File: src/verilog/mit_params.svh
/*
 * Timing and field constants for the instruction timing core.
 * Assumes inclusion by the package and the core; definitions only.
 */
`ifndef MIT_PARAMS_SVH
`define MIT_PARAMS_SVH

`define MIT_CLK_PERIOD_NS 40
`define MIT_PHASES_PER_CYCLE 4
`define MIT_PHASE_LAST 2'h3
`define MIT_ACC_RESET 8'h00
`define MIT_PC_RESET 13'h0000
`define MIT_PC_LOW_ADDR 8'h06
`define MIT_STACK_DEPTH 8
`define MIT_OP_LSB 12
`define MIT_OP_MSB 15
`define MIT_SUB_LSB 8
`define MIT_SUB_MSB 11
`define MIT_BIT_LSB 8
`define MIT_BIT_MSB 10

`endif

File: src/verilog/mit_pkg.sv
/*
 * Types for the instruction timing core.
 * Assumes the constants header is on the include path.
 */
`include "mit_params.svh"

package mit_pkg;

    typedef enum logic [3:0] {
        MIT_OP_MOVE,
        MIT_OP_ARITH,
        MIT_OP_LOGIC,
        MIT_OP_INCDEC,
        MIT_OP_ROTATE,
        MIT_OP_SKIP,
        MIT_OP_BITSC,
        MIT_OP_JUMP,
        MIT_OP_CALL,
        MIT_OP_RETURN,
        MIT_OP_TABLE,
        MIT_OP_NOP
    } mit_op_e;

    typedef enum logic [1:0] {
        MIT_ST_EXEC,
        MIT_ST_EXTRA
    } mit_state_e;

    typedef struct packed {
        logic [7:0] addr;
        logic [7:0] wdata;
        logic we;
    } mit_mem_s;

    typedef struct packed {
        logic zero;
        logic carry;
    } mit_flags_s;

    typedef struct packed {
        mit_state_e state;
        logic [1:0] phase;
        logic [12:0] pc;
        logic [7:0] acc;
        mit_flags_s flags;
        mit_mem_s mem;
        logic [12:0] fetch;
        logic cycle_end;
        logic [2:0] sp;
        logic [103:0] stack;
    } mit_state_s;

endpackage
File: src/verilog/mit_core.sv
/*
 * Instruction sequencer and datapath of a small 8-bit core.
 * Assumes an instruction word and the data memory read value arrive from logic on mclk
 * and stay stable through the instruction cycle.
 */
// Function
// - Four clocks per cycle, ordinary instruction one
// - Jump, call, table read take two
// - Returns take one extra cycle
// - Writing program counter low byte jumps, extra
// - Skip costs extra cycle only when taken
// - Moves: memory-to-acc, acc-to-memory, immediate
// - Add carries above 255, subtract borrows
// - Increment or decrement by one, selectable destination
// - Logic results of zero set zero flag
// - Rotate one bit, optionally through carry
// - Call saves return address, jump does not
// - Conditional tests skip next instruction
// - Bit set/clear keeps other bits
`timescale 1ns/1ns
`default_nettype none
`include "mit_params.svh"

module mit_core
(
    input wire logic mclk,
    input wire logic rst_b,
    input wire logic [15:0] instr,
    input wire logic [7:0] mem_rdata,
    output logic [12:0] fetch_addr,
    output mit_pkg::mit_mem_s mem_out,
    output logic [7:0] acc,
    output mit_pkg::mit_flags_s flags,
    output logic cycle_end
);
    import mit_pkg::*;

    // Instruction word: [15:12] class, [11:8] sub-op, [10:8] bit index, [7:0] operand.
    // Sub-op bit 3 selects memory destination, bit 2 sets the tested-bit polarity of a bit skip where relevant.

    mit_state_s s_q;
    mit_state_s s_d;

    function automatic logic [8:0] add9(input logic [7:0] a, input logic [7:0] b,
                                        input logic cin);
        add9 = {1'b0, a} + {1'b0, b} + {8'h00, cin};
    endfunction

    mit_op_e op;
    logic [3:0] sub;
    logic [7:0] opnd;
    logic [2:0] bidx;
    logic [7:0] res;
    logic [8:0] wide;
    logic to_mem;
    logic skip_take;
    logic extra;
    logic [12:0] target;
    logic [2:0] sp_dn;

    assign op = mit_op_e'(instr[`MIT_OP_MSB:`MIT_OP_LSB]);
    assign sub = instr[`MIT_SUB_MSB:`MIT_SUB_LSB];
    assign bidx = instr[`MIT_BIT_MSB:`MIT_BIT_LSB];
    assign opnd = instr[7:0];

    always_comb
    begin
        s_d = s_q;
        res = s_q.acc;
        wide = 9'h000;
        to_mem = 1'b0;
        skip_take = 1'b0;
        extra = 1'b0;
        target = {s_q.pc[12:8], 8'h00};
        // The stack pointer wraps in three bits, so an empty stack pops the top slot.
        sp_dn = s_q.sp - 3'h1;
        s_d.mem.we = 1'b0;
        s_d.cycle_end = 1'b0;
        s_d.phase = s_q.phase + 2'h1;
        if (s_q.phase == `MIT_PHASE_LAST)
        begin
            s_d.cycle_end = 1'b1;
            if (s_q.state == MIT_ST_EXTRA)
            begin
                // Refill cycle: the prefetched word is dropped, nothing else moves.
                s_d.state = MIT_ST_EXEC;
                s_d.fetch = s_q.pc;
            end
            else
            begin
                case (op)
                    MIT_OP_MOVE:
                    begin
                        case (sub[1:0])
                            2'h0: res = mem_rdata;
                            2'h1: res = opnd;
                            default:
                            begin
                                res = s_q.acc;
                                to_mem = 1'b1;
                            end
                        endcase
                    end
                    MIT_OP_ARITH:
                    begin
                        if (sub[1])
                            wide = add9(s_q.acc, ~mem_rdata, ~sub[0] | s_q.flags.carry);
                        else
                            wide = add9(s_q.acc, mem_rdata, sub[0] & s_q.flags.carry);
                        res = wide[7:0];
                        s_d.flags.carry = wide[8];
                        s_d.flags.zero = (res == 8'h00);
                        to_mem = sub[3];
                    end
                    MIT_OP_LOGIC:
                    begin
                        case (sub[1:0])
                            2'h0: res = s_q.acc & mem_rdata;
                            2'h1: res = s_q.acc | mem_rdata;
                            2'h2: res = s_q.acc ^ mem_rdata;
                            default: res = ~mem_rdata;
                        endcase
                        s_d.flags.zero = (res == 8'h00);
                        to_mem = sub[3];
                    end
                    MIT_OP_INCDEC:
                    begin
                        res = sub[0] ? mem_rdata - 8'h01 : mem_rdata + 8'h01;
                        s_d.flags.zero = (res == 8'h00);
                        to_mem = sub[3];
                    end
                    MIT_OP_ROTATE:
                    begin
                        case (sub[1:0])
                            2'h0: res = {mem_rdata[0], mem_rdata[7:1]};
                            2'h1: res = {mem_rdata[6:0], mem_rdata[7]};
                            2'h2:
                            begin
                                res = {s_q.flags.carry, mem_rdata[7:1]};
                                s_d.flags.carry = mem_rdata[0];
                            end
                            default:
                            begin
                                res = {mem_rdata[6:0], s_q.flags.carry};
                                s_d.flags.carry = mem_rdata[7];
                            end
                        endcase
                        to_mem = sub[3];
                    end
                    MIT_OP_SKIP:
                    begin
                        if (sub[3])
                            skip_take = ~mem_rdata[bidx] ^ sub[2];
                        else
                            skip_take = (mem_rdata == 8'h00);
                        extra = skip_take;
                    end
                    MIT_OP_BITSC:
                    begin
                        res = mem_rdata;
                        res[bidx] = sub[3];
                        to_mem = 1'b1;
                    end
                    MIT_OP_JUMP:
                    begin
                        target = {s_q.pc[12:8], opnd};
                        extra = 1'b1;
                    end
                    MIT_OP_CALL:
                    begin
                        target = {s_q.pc[12:8], opnd};
                        extra = 1'b1;
                        s_d.stack[s_q.sp*13 +: 13] = s_q.pc + 13'h0001;
                        s_d.sp = s_q.sp + 3'h1;
                    end
                    MIT_OP_RETURN:
                    begin
                        target = s_q.stack[sp_dn*13 +: 13];
                        s_d.sp = sp_dn;
                        extra = 1'b1;
                    end
                    MIT_OP_TABLE:
                    begin
                        res = mem_rdata;
                        extra = 1'b1;
                    end
                    default:
                    begin
                        res = s_q.acc;
                    end
                endcase
                if (op inside {MIT_OP_MOVE, MIT_OP_ARITH, MIT_OP_LOGIC, MIT_OP_INCDEC,
                               MIT_OP_ROTATE, MIT_OP_BITSC})
                begin
                    if (to_mem)
                    begin
                        s_d.mem.we = 1'b1;
                        s_d.mem.addr = opnd;
                        s_d.mem.wdata = res;
                        if (opnd == `MIT_PC_LOW_ADDR)
                        begin
                            target = {s_q.pc[12:8], res};
                            extra = 1'b1;
                        end
                    end
                    else if (op != MIT_OP_BITSC)
                        s_d.acc = res;
                end
                else if (op == MIT_OP_TABLE)
                    s_d.acc = res;
                if (extra)
                begin
                    s_d.state = MIT_ST_EXTRA;
                    if (op == MIT_OP_SKIP)
                        s_d.pc = s_q.pc + 13'h0002;
                    else
                        s_d.pc = target;
                    s_d.fetch = s_d.pc;
                end
                else
                begin
                    s_d.pc = s_q.pc + 13'h0001;
                    s_d.fetch = s_d.pc;
                end
            end
        end
    end

    always_ff @(posedge mclk or negedge rst_b)
    begin
        if (!rst_b)
        begin
            s_q <= '{state: MIT_ST_EXEC, phase: 2'h0, pc: `MIT_PC_RESET,
                     acc: `MIT_ACC_RESET, flags: '0, mem: '0, fetch: `MIT_PC_RESET,
                     cycle_end: 1'b0, sp: 3'h0, stack: '0};
        end
        else
        begin
            s_q <= s_d;
        end
    end

    assign fetch_addr = s_q.fetch;
    assign mem_out = s_q.mem;
    assign acc = s_q.acc;
    assign flags = s_q.flags;
    assign cycle_end = s_q.cycle_end;
endmodule

`default_nettype wire

File: config.mk
export PLATFORM = sky130hd
export DESIGN_NAME = mit_core
export DESIGN_NICKNAME = d
export VERILOG_FILES = /design/src/verilog/mit_pkg.sv /design/src/verilog/mit_core.sv
export VERILOG_INCLUDE_DIRS = /design/src /design/src/verilog
export SDC_FILE = /design/constraint.sdc
export NUM_CORES = 1
export LEC_CHECK = 0
export BUFFER_PORTS_ARGS = -buffer_cell sky130_fd_sc_hd__buf_2
export CORE_MARGIN = 3
export CORE_UTILIZATION = 60
export DETAILED_ROUTE_END_ITERATION = 10
export PLACE_DENSITY = 0.8
export SETUP_SLACK_MARGIN = 0.1
export SYNTH_ARGS = -nofsm -noshare
export SYNTH_HDL_FRONTEND = slang
export SYNTH_SLANG_ARGS = --single-unit
File: constraint.sdc
create_clock -name mclk -period 10.3 [get_ports mclk]
set_input_delay 1.03 -clock mclk [delete_from_list [all_inputs] [get_ports mclk]]
set_output_delay 1.03 -clock mclk [all_outputs]
set_load 0.05 [all_outputs]
==> impl_metrics.yaml, run 1 <==
run_status:
  outcome: "finished clean"
route:
  drt_pass1_iterations: 6
  remaining_drc_errors: 0
  drt-wirelength-per-cell_um: 21.9
  first_iter_violations: 1202
  num_vias: 9008
  wl_um: 29900
  viasPerCell: 6.58
  final_antenna_net_count: 0
power_and_ir_drop:
  ir_worst_vdd_uv: 143
  part_of_the_power_in_the_clock_network: 0.242
  design_power_total_mw: 2.58
  combinationalPowerShare: 0.426
  internal_power_mw: 1.44
  netSwitchingFraction: 0.442
  p_seq_frac: 0.332
  cellPowerDensity_nw_per_um2: 226
  power.switching_mw: 1.14
  leakage_dissipation_nw: 5.02
setup_path:
  timing.reg2reg.setup_slack_ps: 6290
  maximum_fanout_along_the_worst_path: 39
  worst_setup_end_kind: "register"
  cp-startpoint: "s_q[104]"
  critPathArrivalTime_ps: 4320
  crit_required_ps: 10610
  sort_of_element_at_the_start_of_the_critical_path: "register"
  timing_worst_setup_path_type: "register to register"
  crit-reg2reg-launch: "s_q[104]"
  ff2ff_path_depth: 7
clock_network:
  clk_transition_reported_paths_ps: 70
  cts_buffers: 17
  clockBufferDepth: 2
  clock_sinks: 164
  cts.repair.resized: 0
  cts.htree.levels: 4
  clk-insertion-delay-late_ps: 440
  ctsHoldBuffers: 0
  postCtsSetupBuffers: 0
  clock-root-buffer: "sky130_fd_sc_hd__clkbuf_16"
  cts_tree: "yes"
finish:
  insertedDiodeCount: 0
  finalNetCount: 1200
  layout.cells.most_common: "sky130_fd_sc_hd__nand2_1"
  filler_cell_count: 1351
  mostFrequentLayoutCells: "sky130_fd_sc_hd__nand2_1 (185), sky130_fd_sc_hd__dfrtp_1 (163), sky130_fd_sc_hd__o21ai_0 (109), sky130_fd_sc_hd__buf_2 (65), sky130_fd_sc_hd__nor2_1 (60)"
  drive_gt1_frac: 0.157
  area_delta_synth_final_pct: 6.66
  final_core_util: 0.657
  stdcell_count: 1368
sta:
  report.final.setup_viol: 0
  timing_hold_violations_final: 0
  grt_setup_unrepaired: "no"
  timing.final.crit_share: 0.389
  finalHoldWorstSlack_ps: 426
  fmax_mhz: 249
  clock_period_minus_final_worst_setup_slack_ps: 4010
  timing.clock.skew_ps: 13.8
  fin_tns_setup_ps: 0
  slew_viol_final: 0
  worst_slew_margin_rel: 0.192
  worst_margin_slew_ps: 1210
synthesis:
  post-synth-top-area-cell: "sky130_fd_sc_hd__dfrtp_1"
  synth-async-reset-ratio: 1.00
  avg_inst_size_synth_um2: 9.31
  synth_seq_area_share: 0.384
  synth.top_cells.by_area: "sky130_fd_sc_hd__dfrtp_1 (38%), sky130_fd_sc_hd__mux4_2 (7.4%), sky130_fd_sc_hd__nand2_1 (6.5%)"
  netlist-cell-type-count: 74
  netlist_instances: 1148
  synth.yosys.warnings: 0
  ys_ff_latch: 164
  synthesized_area_um2: 10700
  postSynth.topFlopCell: "sky130_fd_sc_hd__dfrtp_1"
  synth_nets: 1217
  synth-edff-count: 0
  synth_top_cell_area_share: 0.384
floorplanning:
  horiz_die_dim_um: 139
  core_area_um2: 17400
  std_cell_rows: 48
  initial_utilization: 0.616
  boundaryPins: 67
  floorplan.die_area_um2: 19500
  die_height_um: 139
job:
  max-cap-violations: 0
placement:
  io_buffer_count: 66
  placedCellCount: 1337
  gp_congestion: 0.991
  dp_hpwl_um: 20300
worst_hold_path:
  hold_depth: 1
  worst_hold_startpoint: "s_q[161]"
  worstHoldPathType: "register to register"
  hold_path_end: "s_q[161]"
global_routing:
  grt_start_max_net_pins: 65
  total_track_usage: 0.309
  globalRouteMet2Util: 0.470
  grt_pass1_vias: 8679
  grt-busiest-layer: "met2"
  use_met3: 0.0704
  gr-usage-met1: 0.438
  antenna_found_initial: 0
  grt_pass1_wl_um: 47600
  global_route.overflow_total: 0
[layer usage]
layer,vias up,part of all wire
met5,-,0
met3,48,0.10
li1,4043,-
met1,4413,0.41
met2,504,0.47
met4,0,0.022
[final cells by class]
cell class | count | area (um2) | area share
Clock inverter | 13 | 143 | 0.0125
Timing Repair Buffer | 82 | 457 | 0.0401
Sequential cell | 164 | 4110 | 0.360
Tap cell | 225 | 282 | 0.0247
Clock buffer | 18 | 429 | 0.0376
Multi-Input combinational cell | 825 | 5830 | 0.512
Inverter | 41 | 154 | 0.0135
[metrics by stage]
stage | setup slack (ps) | instance area [um2]
after floorplan | 6060 | 10700
after global placement | 6000 | 10800
after detailed placement | 5950 | 10800
after CTS | 6290 | 11400
after global routing | 5990 | 11400
final | 6290 | 11400
[logic make-up after synthesis]
kind of cell,synth area share
fa+ha+maj,0.0538
flops,0.384
xor+xnor,0.0279
compound gates,0.178
buf+inv,0.0722
mux,0.125
simple gates,0.159
[synth_stat cells (all sizes together) (5+ instances only)]
| master | count |
|---|---|
| nand4 | 7 |
| mux2 | 20 |
| o22ai | 5 |
| buf | 60 |
| mux2i | 31 |
| nor3b | 6 |
| nor4 | 6 |
| nor2b | 14 |
| nand3b | 9 |
| a21oi | 42 |
| a211oi | 17 |
| o31ai | 39 |
| a21o | 9 |
| inv | 41 |
| xnor2 | 15 |
| dfrtp | 164 |
| nor2 | 60 |
| a31oi | 5 |
| nand2b | 21 |
| fa | 5 |
| nand3 | 17 |
| a22oi | 6 |
| nand2 | 185 |
| mux4 | 35 |
| o21ai | 115 |
| clkbuf | 58 |
| a221oi | 7 |
| ha | 38 |
| nor3 | 11 |
| xor2 | 19 |
| or2 | 5 |
| and3 | 12 |
[worst max-delay path by stage]
stage	endpoint	slack [ps]	cells after the start
6_report	register	6290	7
5_1_grt	register	5990	7
4_1_cts	register	6290	7
3_5_place_dp	fetch_addr[8]	5950	10
3_3_place_gp	fetch_addr[8]	6000	10
2_1_floorplan	fetch_addr[6]	6060	16
[power by group through the flow]
stage | registers, mW | logic (mW) | clock network (mW)
after detailed placement | 0.863 | 1.08 | 0
after global placement | 0.859 | 1.06 | 0
final | 0.856 | 1.10 | 0.624
after CTS | 0.852 | 1.09 | 0.628
after floorplan | 0.805 | 0.904 | 0
after global routing | 0.869 | 1.18 | 0.657
[worst max-delay path, stage by stage, from the launching register on]
cell and delay, ps:
sky130_fd_sc_hd__dfrtp_2 340, sky130_fd_sc_hd__buf_4 520, sky130_fd_sc_hd__inv_1 220, sky130_fd_sc_hd__ha_1 320, sky130_fd_sc_hd__xor2_2 940, sky130_fd_sc_hd__nor3b_1 400, sky130_fd_sc_hd__nand2_1 630, sky130_fd_sc_hd__o31ai_1 500
No activity file was read; power rests on OpenSTA's default activity.
==> run 2: changes to the inputs <==
Settings changed: ABC_AREA from default to 1, CORE_UTILIZATION 60 to 56, PLACE_DENSITY 0.8 to 0.78.
Clock period 10.3 ns to 3.45 ns, I/O delays scaled along.
==> run 2 against run 1 <==
The run now ends with hold timing left. Register-to-register slack got worse by 5700 ps. Combinational power increased to 4.3 times the previous value. Power grew to 3.6 times the previous value. Sequential share of layout area is 1.7 points lower. Final cell count increased by 38%. Clock skew is 3.7 ps lower. Synthesized cell count grew 40%. Clock-buffer cell count decreased by 1. Clock power increased to 3.0 times the previous value. Critical path depth grew 6. Core utilization shrank 2.9 points. Routed wire length increased by 20%.
==> impl_metrics.yaml, run 2 <==
run_status:
  outcome: "complete, but fails checks"
  failed_checks: "hold timing"
worst_hold_path:
  worstHoldPathType: "input pin to async pin"
route:
  num_vias: 11100
  wl_um: 35900
  viasPerCell: 5.87
  first_iter_violations: 1361
  remaining_drc_errors: 0
  drt_pass1_iterations: 6
  final_antenna_net_count: 0
  drt-wirelength-per-cell_um: 18.9
synthesis:
  synth_seq_area_share: 0.371
  synth-edff-count: 0
  synth.yosys.warnings: 0
  synth_top_cell_area_share: 0.371
  synthTopCellsByCount: "sky130_fd_sc_hd__nand2_1 (477), sky130_fd_sc_hd__o21ai_0 (237), sky130_fd_sc_hd__dfrtp_1 (164), sky130_fd_sc_hd__inv_1 (144), sky130_fd_sc_hd__nor2_1 (133)"
  post-synth-top-area-cell: "sky130_fd_sc_hd__dfrtp_1"
  synth-async-reset-ratio: 1.00
  netlist-cell-type-count: 43
  ys_ff_latch: 164
  synth.top_cells.by_area: "sky130_fd_sc_hd__dfrtp_1 (37%), sky130_fd_sc_hd__nand2_1 (16%), sky130_fd_sc_hd__o21ai_0 (11%)"
  synthesized_area_um2: 11100
  avg_inst_size_synth_um2: 6.87
  postSynth.topFlopCell: "sky130_fd_sc_hd__dfrtp_1"
  netlist_instances: 1612
  synthMostInstantiatedCell: "sky130_fd_sc_hd__nand2_1"
  synth_nets: 1681
floorplanning:
  std_cell_rows: 50
  core_area_um2: 19100
  horiz_die_dim_um: 147
  initial_utilization: 0.580
  boundaryPins: 67
  floorplan.die_area_um2: 21500
  die_height_um: 147
finish:
  area_delta_synth_final_pct: 8.26
  insertedDiodeCount: 0
  stdcell_count: 1893
  drive_gt1_frac: 0.0968
  finalNetCount: 1689
  final_core_util: 0.628
  layout.cells.most_common: "sky130_fd_sc_hd__nand2_1"
  mostFrequentLayoutCells: "sky130_fd_sc_hd__nand2_1 (477), sky130_fd_sc_hd__o21ai_0 (237), sky130_fd_sc_hd__dfrtp_1 (163), sky130_fd_sc_hd__inv_1 (144), sky130_fd_sc_hd__nor2_1 (133)"
setup_path:
  crit_required_ps: 3800
  critPathArrivalTime_ps: 3250
  critPathBufInv: 2
  critical-path-top-delay-family: "adder cells"
  critPathMaxStageDelay_ps: 500
  timing.critical_path.cells: "inv_1 -> fa_1 -> inv_1 -> fa_1 -> nand2_1 -> o21ai_0 -> nor3_1 -> nand2_1 -> nor2_1 -> nand3_1 -> nor2_1 -> nand4_1 -> a21boi_0"
  sort_of_element_at_the_start_of_the_critical_path: "register"
  timing_worst_setup_path_type: "register to register"
  slowest_stage: "sky130_fd_sc_hd__dfrtp_1"
  worst_setup_end_kind: "register"
  maximum_fanout_along_the_worst_path: 5
clock_network:
  ctsHoldBuffers: 0
  clockBufferDepth: 2
  cts.htree.levels: 4
  cts.repair.resized: 0
  clock_sinks: 164
  postCtsSetupBuffers: 0
  cts_tree: "yes"
  cts_buffers: 17
  clock-root-buffer: "sky130_fd_sc_hd__clkbuf_16"
  clk-insertion-delay-late_ps: 440
  clk_transition_reported_paths_ps: 70
sta:
  timing.final.crit_share: 0.840
  slew_viol_final: 0
  worst_margin_slew_ps: 888
  final_critical_path_setup_slack_ps: 553
  fmax_mhz: 345
  report.final.setup_viol: 0
  finalHoldWorstSlack_ps: -34.4
  timing_hold_violations_final: 10
  worst_slew_margin_rel: 0.406
  clock_period_minus_final_worst_setup_slack_ps: 2900
  timing.clock.skew_ps: 10.0
  grt_setup_unrepaired: "no"
  fin_tns_setup_ps: 0
power_and_ir_drop:
  leakage_dissipation_nw: 6.01
  ir_worst_vdd_uv: 1050
  cellPowerDensity_nw_per_um2: 766
job:
  max-cap-violations: 0
placement:
  io_buffer_count: 66
  place_ws_ps: 573
  gp_congestion: 1.06
  placedCellCount: 1861
  dp_hpwl_um: 25700
global_routing:
  antenna_found_initial: 0
  grt_pass1_vias: 10200
  global_route.overflow_total: 0
  grt_start_max_net_pins: 93
  grt_pass1_wl_um: 56700
  total_track_usage: 0.332
run 2: metal layers:
metal  routed length, um  vias up  track usage
met5                   0        -            0
met4                 931        0       0.0922
met2               14900      614        0.467
met1               15800     5176        0.504
li1                    -     5231            -
met3                4190       94       0.0860
run 2: where the power goes:
part | internal (mW) | switching [mW] | total, mW
Sequential | 2.27 | 0.359 | 2.63
Combinational | 1.24 | 3.44 | 4.68
Clock | 1.02 | 0.855 | 1.87
Total | 4.52 | 4.66 | 9.18
run 2: kinds of logic (layout without fill, tap and decap cells):
family	Yosys count	in the layout	share of synthesized area
flip-flops	164	164	0.371
AO/OA/AOI/OAI	338	338	0.163
buffers and inverters	267	288	0.106
XOR/XNOR	18	18	0.0142
AND/OR/NAND/NOR	782	782	0.294
adder cells (fa/ha/maj)	43	43	0.0520
run 2: cell type report:
| class | count | area [um2] |
|---|---|---|
| inverters | 157 | 592 |
| multi-input cells | 1181 | 5790 |
| fillers | 1719 | 7100 |
| well taps | 260 | 325 |
| flip-flops and latches | 164 | 4110 |
| clock inverters | 15 | 150 |
| repair buffers | 99 | 597 |
| clock buffers | 17 | 425 |
run 2: metrics by stage:
step	area, um2	hold WS, ps	total power, mW
floorplan	11100	49.4	6.11
global placement	11400	416	7.16
detailed placement	11400	432	7.18
CTS	12000	20.6	9.07
global route	12000	37.7	9.73
finish	12000	-34.4	9.18
run 2: worst paths after layout:
kind | start | endpoint | slack [ps] | depth (start not counted)
worst max-delay path | acc[0] | flags[1] | 550 | 13
worst min-delay path | rst_b | acc[1] | -30 | 1
worst max register to register | acc[0] | flags[1] | 550 | 13
worst min register to register | s_q[161] | s_q[161] | 440 | 1
max in group asynchronous | rst_b | async pin | 2640 | 2
min in group mclk | instr[12] | s_q[105] | 340 | 4
==> run 3: changes to the inputs <==
Settings changed: CORE_UTILIZATION 56 to 60, PLACE_DENSITY 0.78 to 0.8.
Clock period 3.45 ns to 3.03 ns, I/O delays scaled along.
==> run 3 against run 2 <==
The flow now finishes without violations. Core utilization grew 4.3 points. Fmax grew 5.6%. Clock-buffer cell count grew 1. Sequential power grew 13%. Non-clock buffer count grew 18. Register-to-register slack lost 270 ps. Highest routed layer unchanged. Via count grew 2.1%. Hold slack gained 320 ps. Sequential cell count is the same. First-iteration DRC count grew 9.4%.
==> impl_metrics.yaml, run 3 (synthesis gave the netlist of run 2 again) <==
run_status:
  outcome: "finished clean"
route:
  remaining_drc_errors: 0
  drt-wirelength-per-cell_um: 19.5
  wl_um: 36600
  num_vias: 11400
  viasPerCell: 6.04
  final_antenna_net_count: 0
  drt_pass1_iterations: 6
  first_iter_violations: 1489
global_routing:
  grt_pass1_wl_um: 57900
  antenna_found_initial: 0
  global_route.overflow_total: 0
  total_track_usage: 0.368
  grt_pass1_vias: 10200
  grt_start_max_net_pins: 79
power_and_ir_drop:
  cellPowerDensity_nw_per_um2: 864
  ir_worst_vdd_uv: 884
  leakage_dissipation_nw: 6.09
floorplanning:
  die_height_um: 142
  boundaryPins: 67
  std_cell_rows: 49
  horiz_die_dim_um: 142
  floorplan.die_area_um2: 20100
  core_area_um2: 18000
  initial_utilization: 0.614
setup_path:
  timing_worst_setup_path_type: "register to register"
  critPathBufInv: 1
  worst_setup_end_kind: "register"
  crit_path_frequent_cell: "sky130_fd_sc_hd__nand2_1"
  sort_of_element_at_the_start_of_the_critical_path: "register"
  maximum_fanout_along_the_worst_path: 8
  critPathMaxStageDelay_ps: 520
  critPathArrivalTime_ps: 3050
  critical-path-top-delay-family: "simple AND/OR/NAND/NOR gates"
  worstSetupPathDepth: 16
  ff2ff_path_depth: 16
  timing.critical_path.cells: "inv_1 -> ha_1 -> nor2_1 -> nand3_1 -> nand3_1 -> nand2_1 -> nand3_1 -> nand2_1 -> nand2_1 -> nand2_1 -> nand2_1 -> nand2_1 -> nand2_1 -> nand2_1 -> nand2_1 -> nand2_1"
  crit_required_ps: 3340
  slowest_stage: "sky130_fd_sc_hd__dfrtp_1"
sta:
  slew_viol_final: 0
  worst_margin_slew_ps: 872
  grt_setup_unrepaired: "no"
  timing.final.crit_share: 0.905
  timing_hold_violations_final: 0
  fmax_mhz: 364
  final_critical_path_setup_slack_ps: 286
  fin_tns_setup_ps: 0
  report.final.setup_viol: 0
  timing.clock.skew_ps: 12.2
  worst_slew_margin_rel: 0.418
  clock_period_minus_final_worst_setup_slack_ps: 2740
clock_network:
  clk-insertion-delay-late_ps: 430
  clk_transition_reported_paths_ps: 70
  clock-root-buffer: "sky130_fd_sc_hd__clkbuf_16"
  clockBufferDepth: 2
  cts_tree: "yes"
  cts.htree.levels: 4
  cts_buffers: 17
  clock_sinks: 164
placement:
  io_buffer_count: 66
  place_ws_ps: 389
  dp_hpwl_um: 26400
  gp_congestion: 1.05
finish:
  insertedDiodeCount: 0
  drive_gt1_frac: 0.106
  area_delta_synth_final_pct: 9.29
  final_core_util: 0.671
  filler_cell_count: 1622
  mostFrequentLayoutCells: "sky130_fd_sc_hd__nand2_1 (477), sky130_fd_sc_hd__o21ai_0 (237), sky130_fd_sc_hd__dfrtp_1 (163), sky130_fd_sc_hd__inv_1 (144), sky130_fd_sc_hd__nor2_1 (133)"
  layout.cells.most_common: "sky130_fd_sc_hd__nand2_1"
  finalNetCount: 1707
job:
  max-cap-violations: 0
worst_hold_path:
  worstHoldPathType: "input pin to register"
  hold_depth: 3
==> run 3: cell types whose count changed in the layout (fill, tap and decap cells not counted), sizes merged <==
cell | previous run | this run
clkinv | 10 | 11
dlygate4sd3 | 0 | 1
inv | 159 | 156
clkbuf | 17 | 18
buf | 99 | 116
==> run 3: per-stage QoR <==
step	power [mW]	cells	cell area, um2	hold slack [ps]
after floorplan	6.96	1612	11100	7.41
after global placement	8.15	1847	11500	355
after detailed placement	8.21	1847	11500	373
after CTS	10.3	1879	12100	267
after global routing	11.1	1879	12100	309
final	10.4	1879	12100	284
==> run 3: path summary, 6_finish.rpt <==
path / slack (ps) / end / startpoint
max: 290 / fetch_addr[5] / acc[4]
min: 280 / mem_out[13] / instr[4]
max reg2reg: 290 / fetch_addr[5] / acc[4]
min reg2reg: 440 / s_q[161] / s_q[161]
max in group asynchronous: 1820 / fetch_addr[5] / rst_b
min in group asynchronous: 460 / acc[4] / rst_b
==> run 3: final cells by class <==
class,count,area [um2],share of cell area
Multi-Input combinational cell,1181,5790,0.479
Sequential cell,164,4110,0.339
Timing Repair Buffer,117,759,0.0628
Inverter,157,592,0.0489
Clock buffer,18,439,0.0363
Tap cell,229,287,0.0237
Clock inverter,13,124,0.0102
==> run 3: repair_timing <==
| action | CTS | global route |
|---|---|---|
| setup endpoints to repair | 0 | 2 |
| hold buffers | 1 | 0 |
| setup buffers | 0 | 0 |
| gates resized for setup | 0 | 1 |
| endpoints found under the hold margin | 68 | 0 |
==> run 3: where the power goes <==
group          total [mW]  leakage, nW  switching, mW  internal [mW]
registers            2.97         2.19          0.383           2.58
clock network        2.09        0.275          0.930           1.16
logic                5.39         3.63           3.92           1.47
total                10.4         6.09           5.24           5.21
==> run 3: worst reg2reg max path: cells and delay by family, from the launching register on <==
family                     cells  cell delay [ps]
and+or+nand+nor               14             1520
DFF                            1              520
adders and majority gates      1              430
buffers and inverters          1              150
==> run 3: per-layer routing <==
layer  GRT usage  wire (um)  vias to the layer above
met5           0          0                        -
met4      0.0727        559                        0
met3      0.0907       4620                       58
met2       0.525      15400                      723
met1       0.568      16100                     5300
li1            -          -                     5271
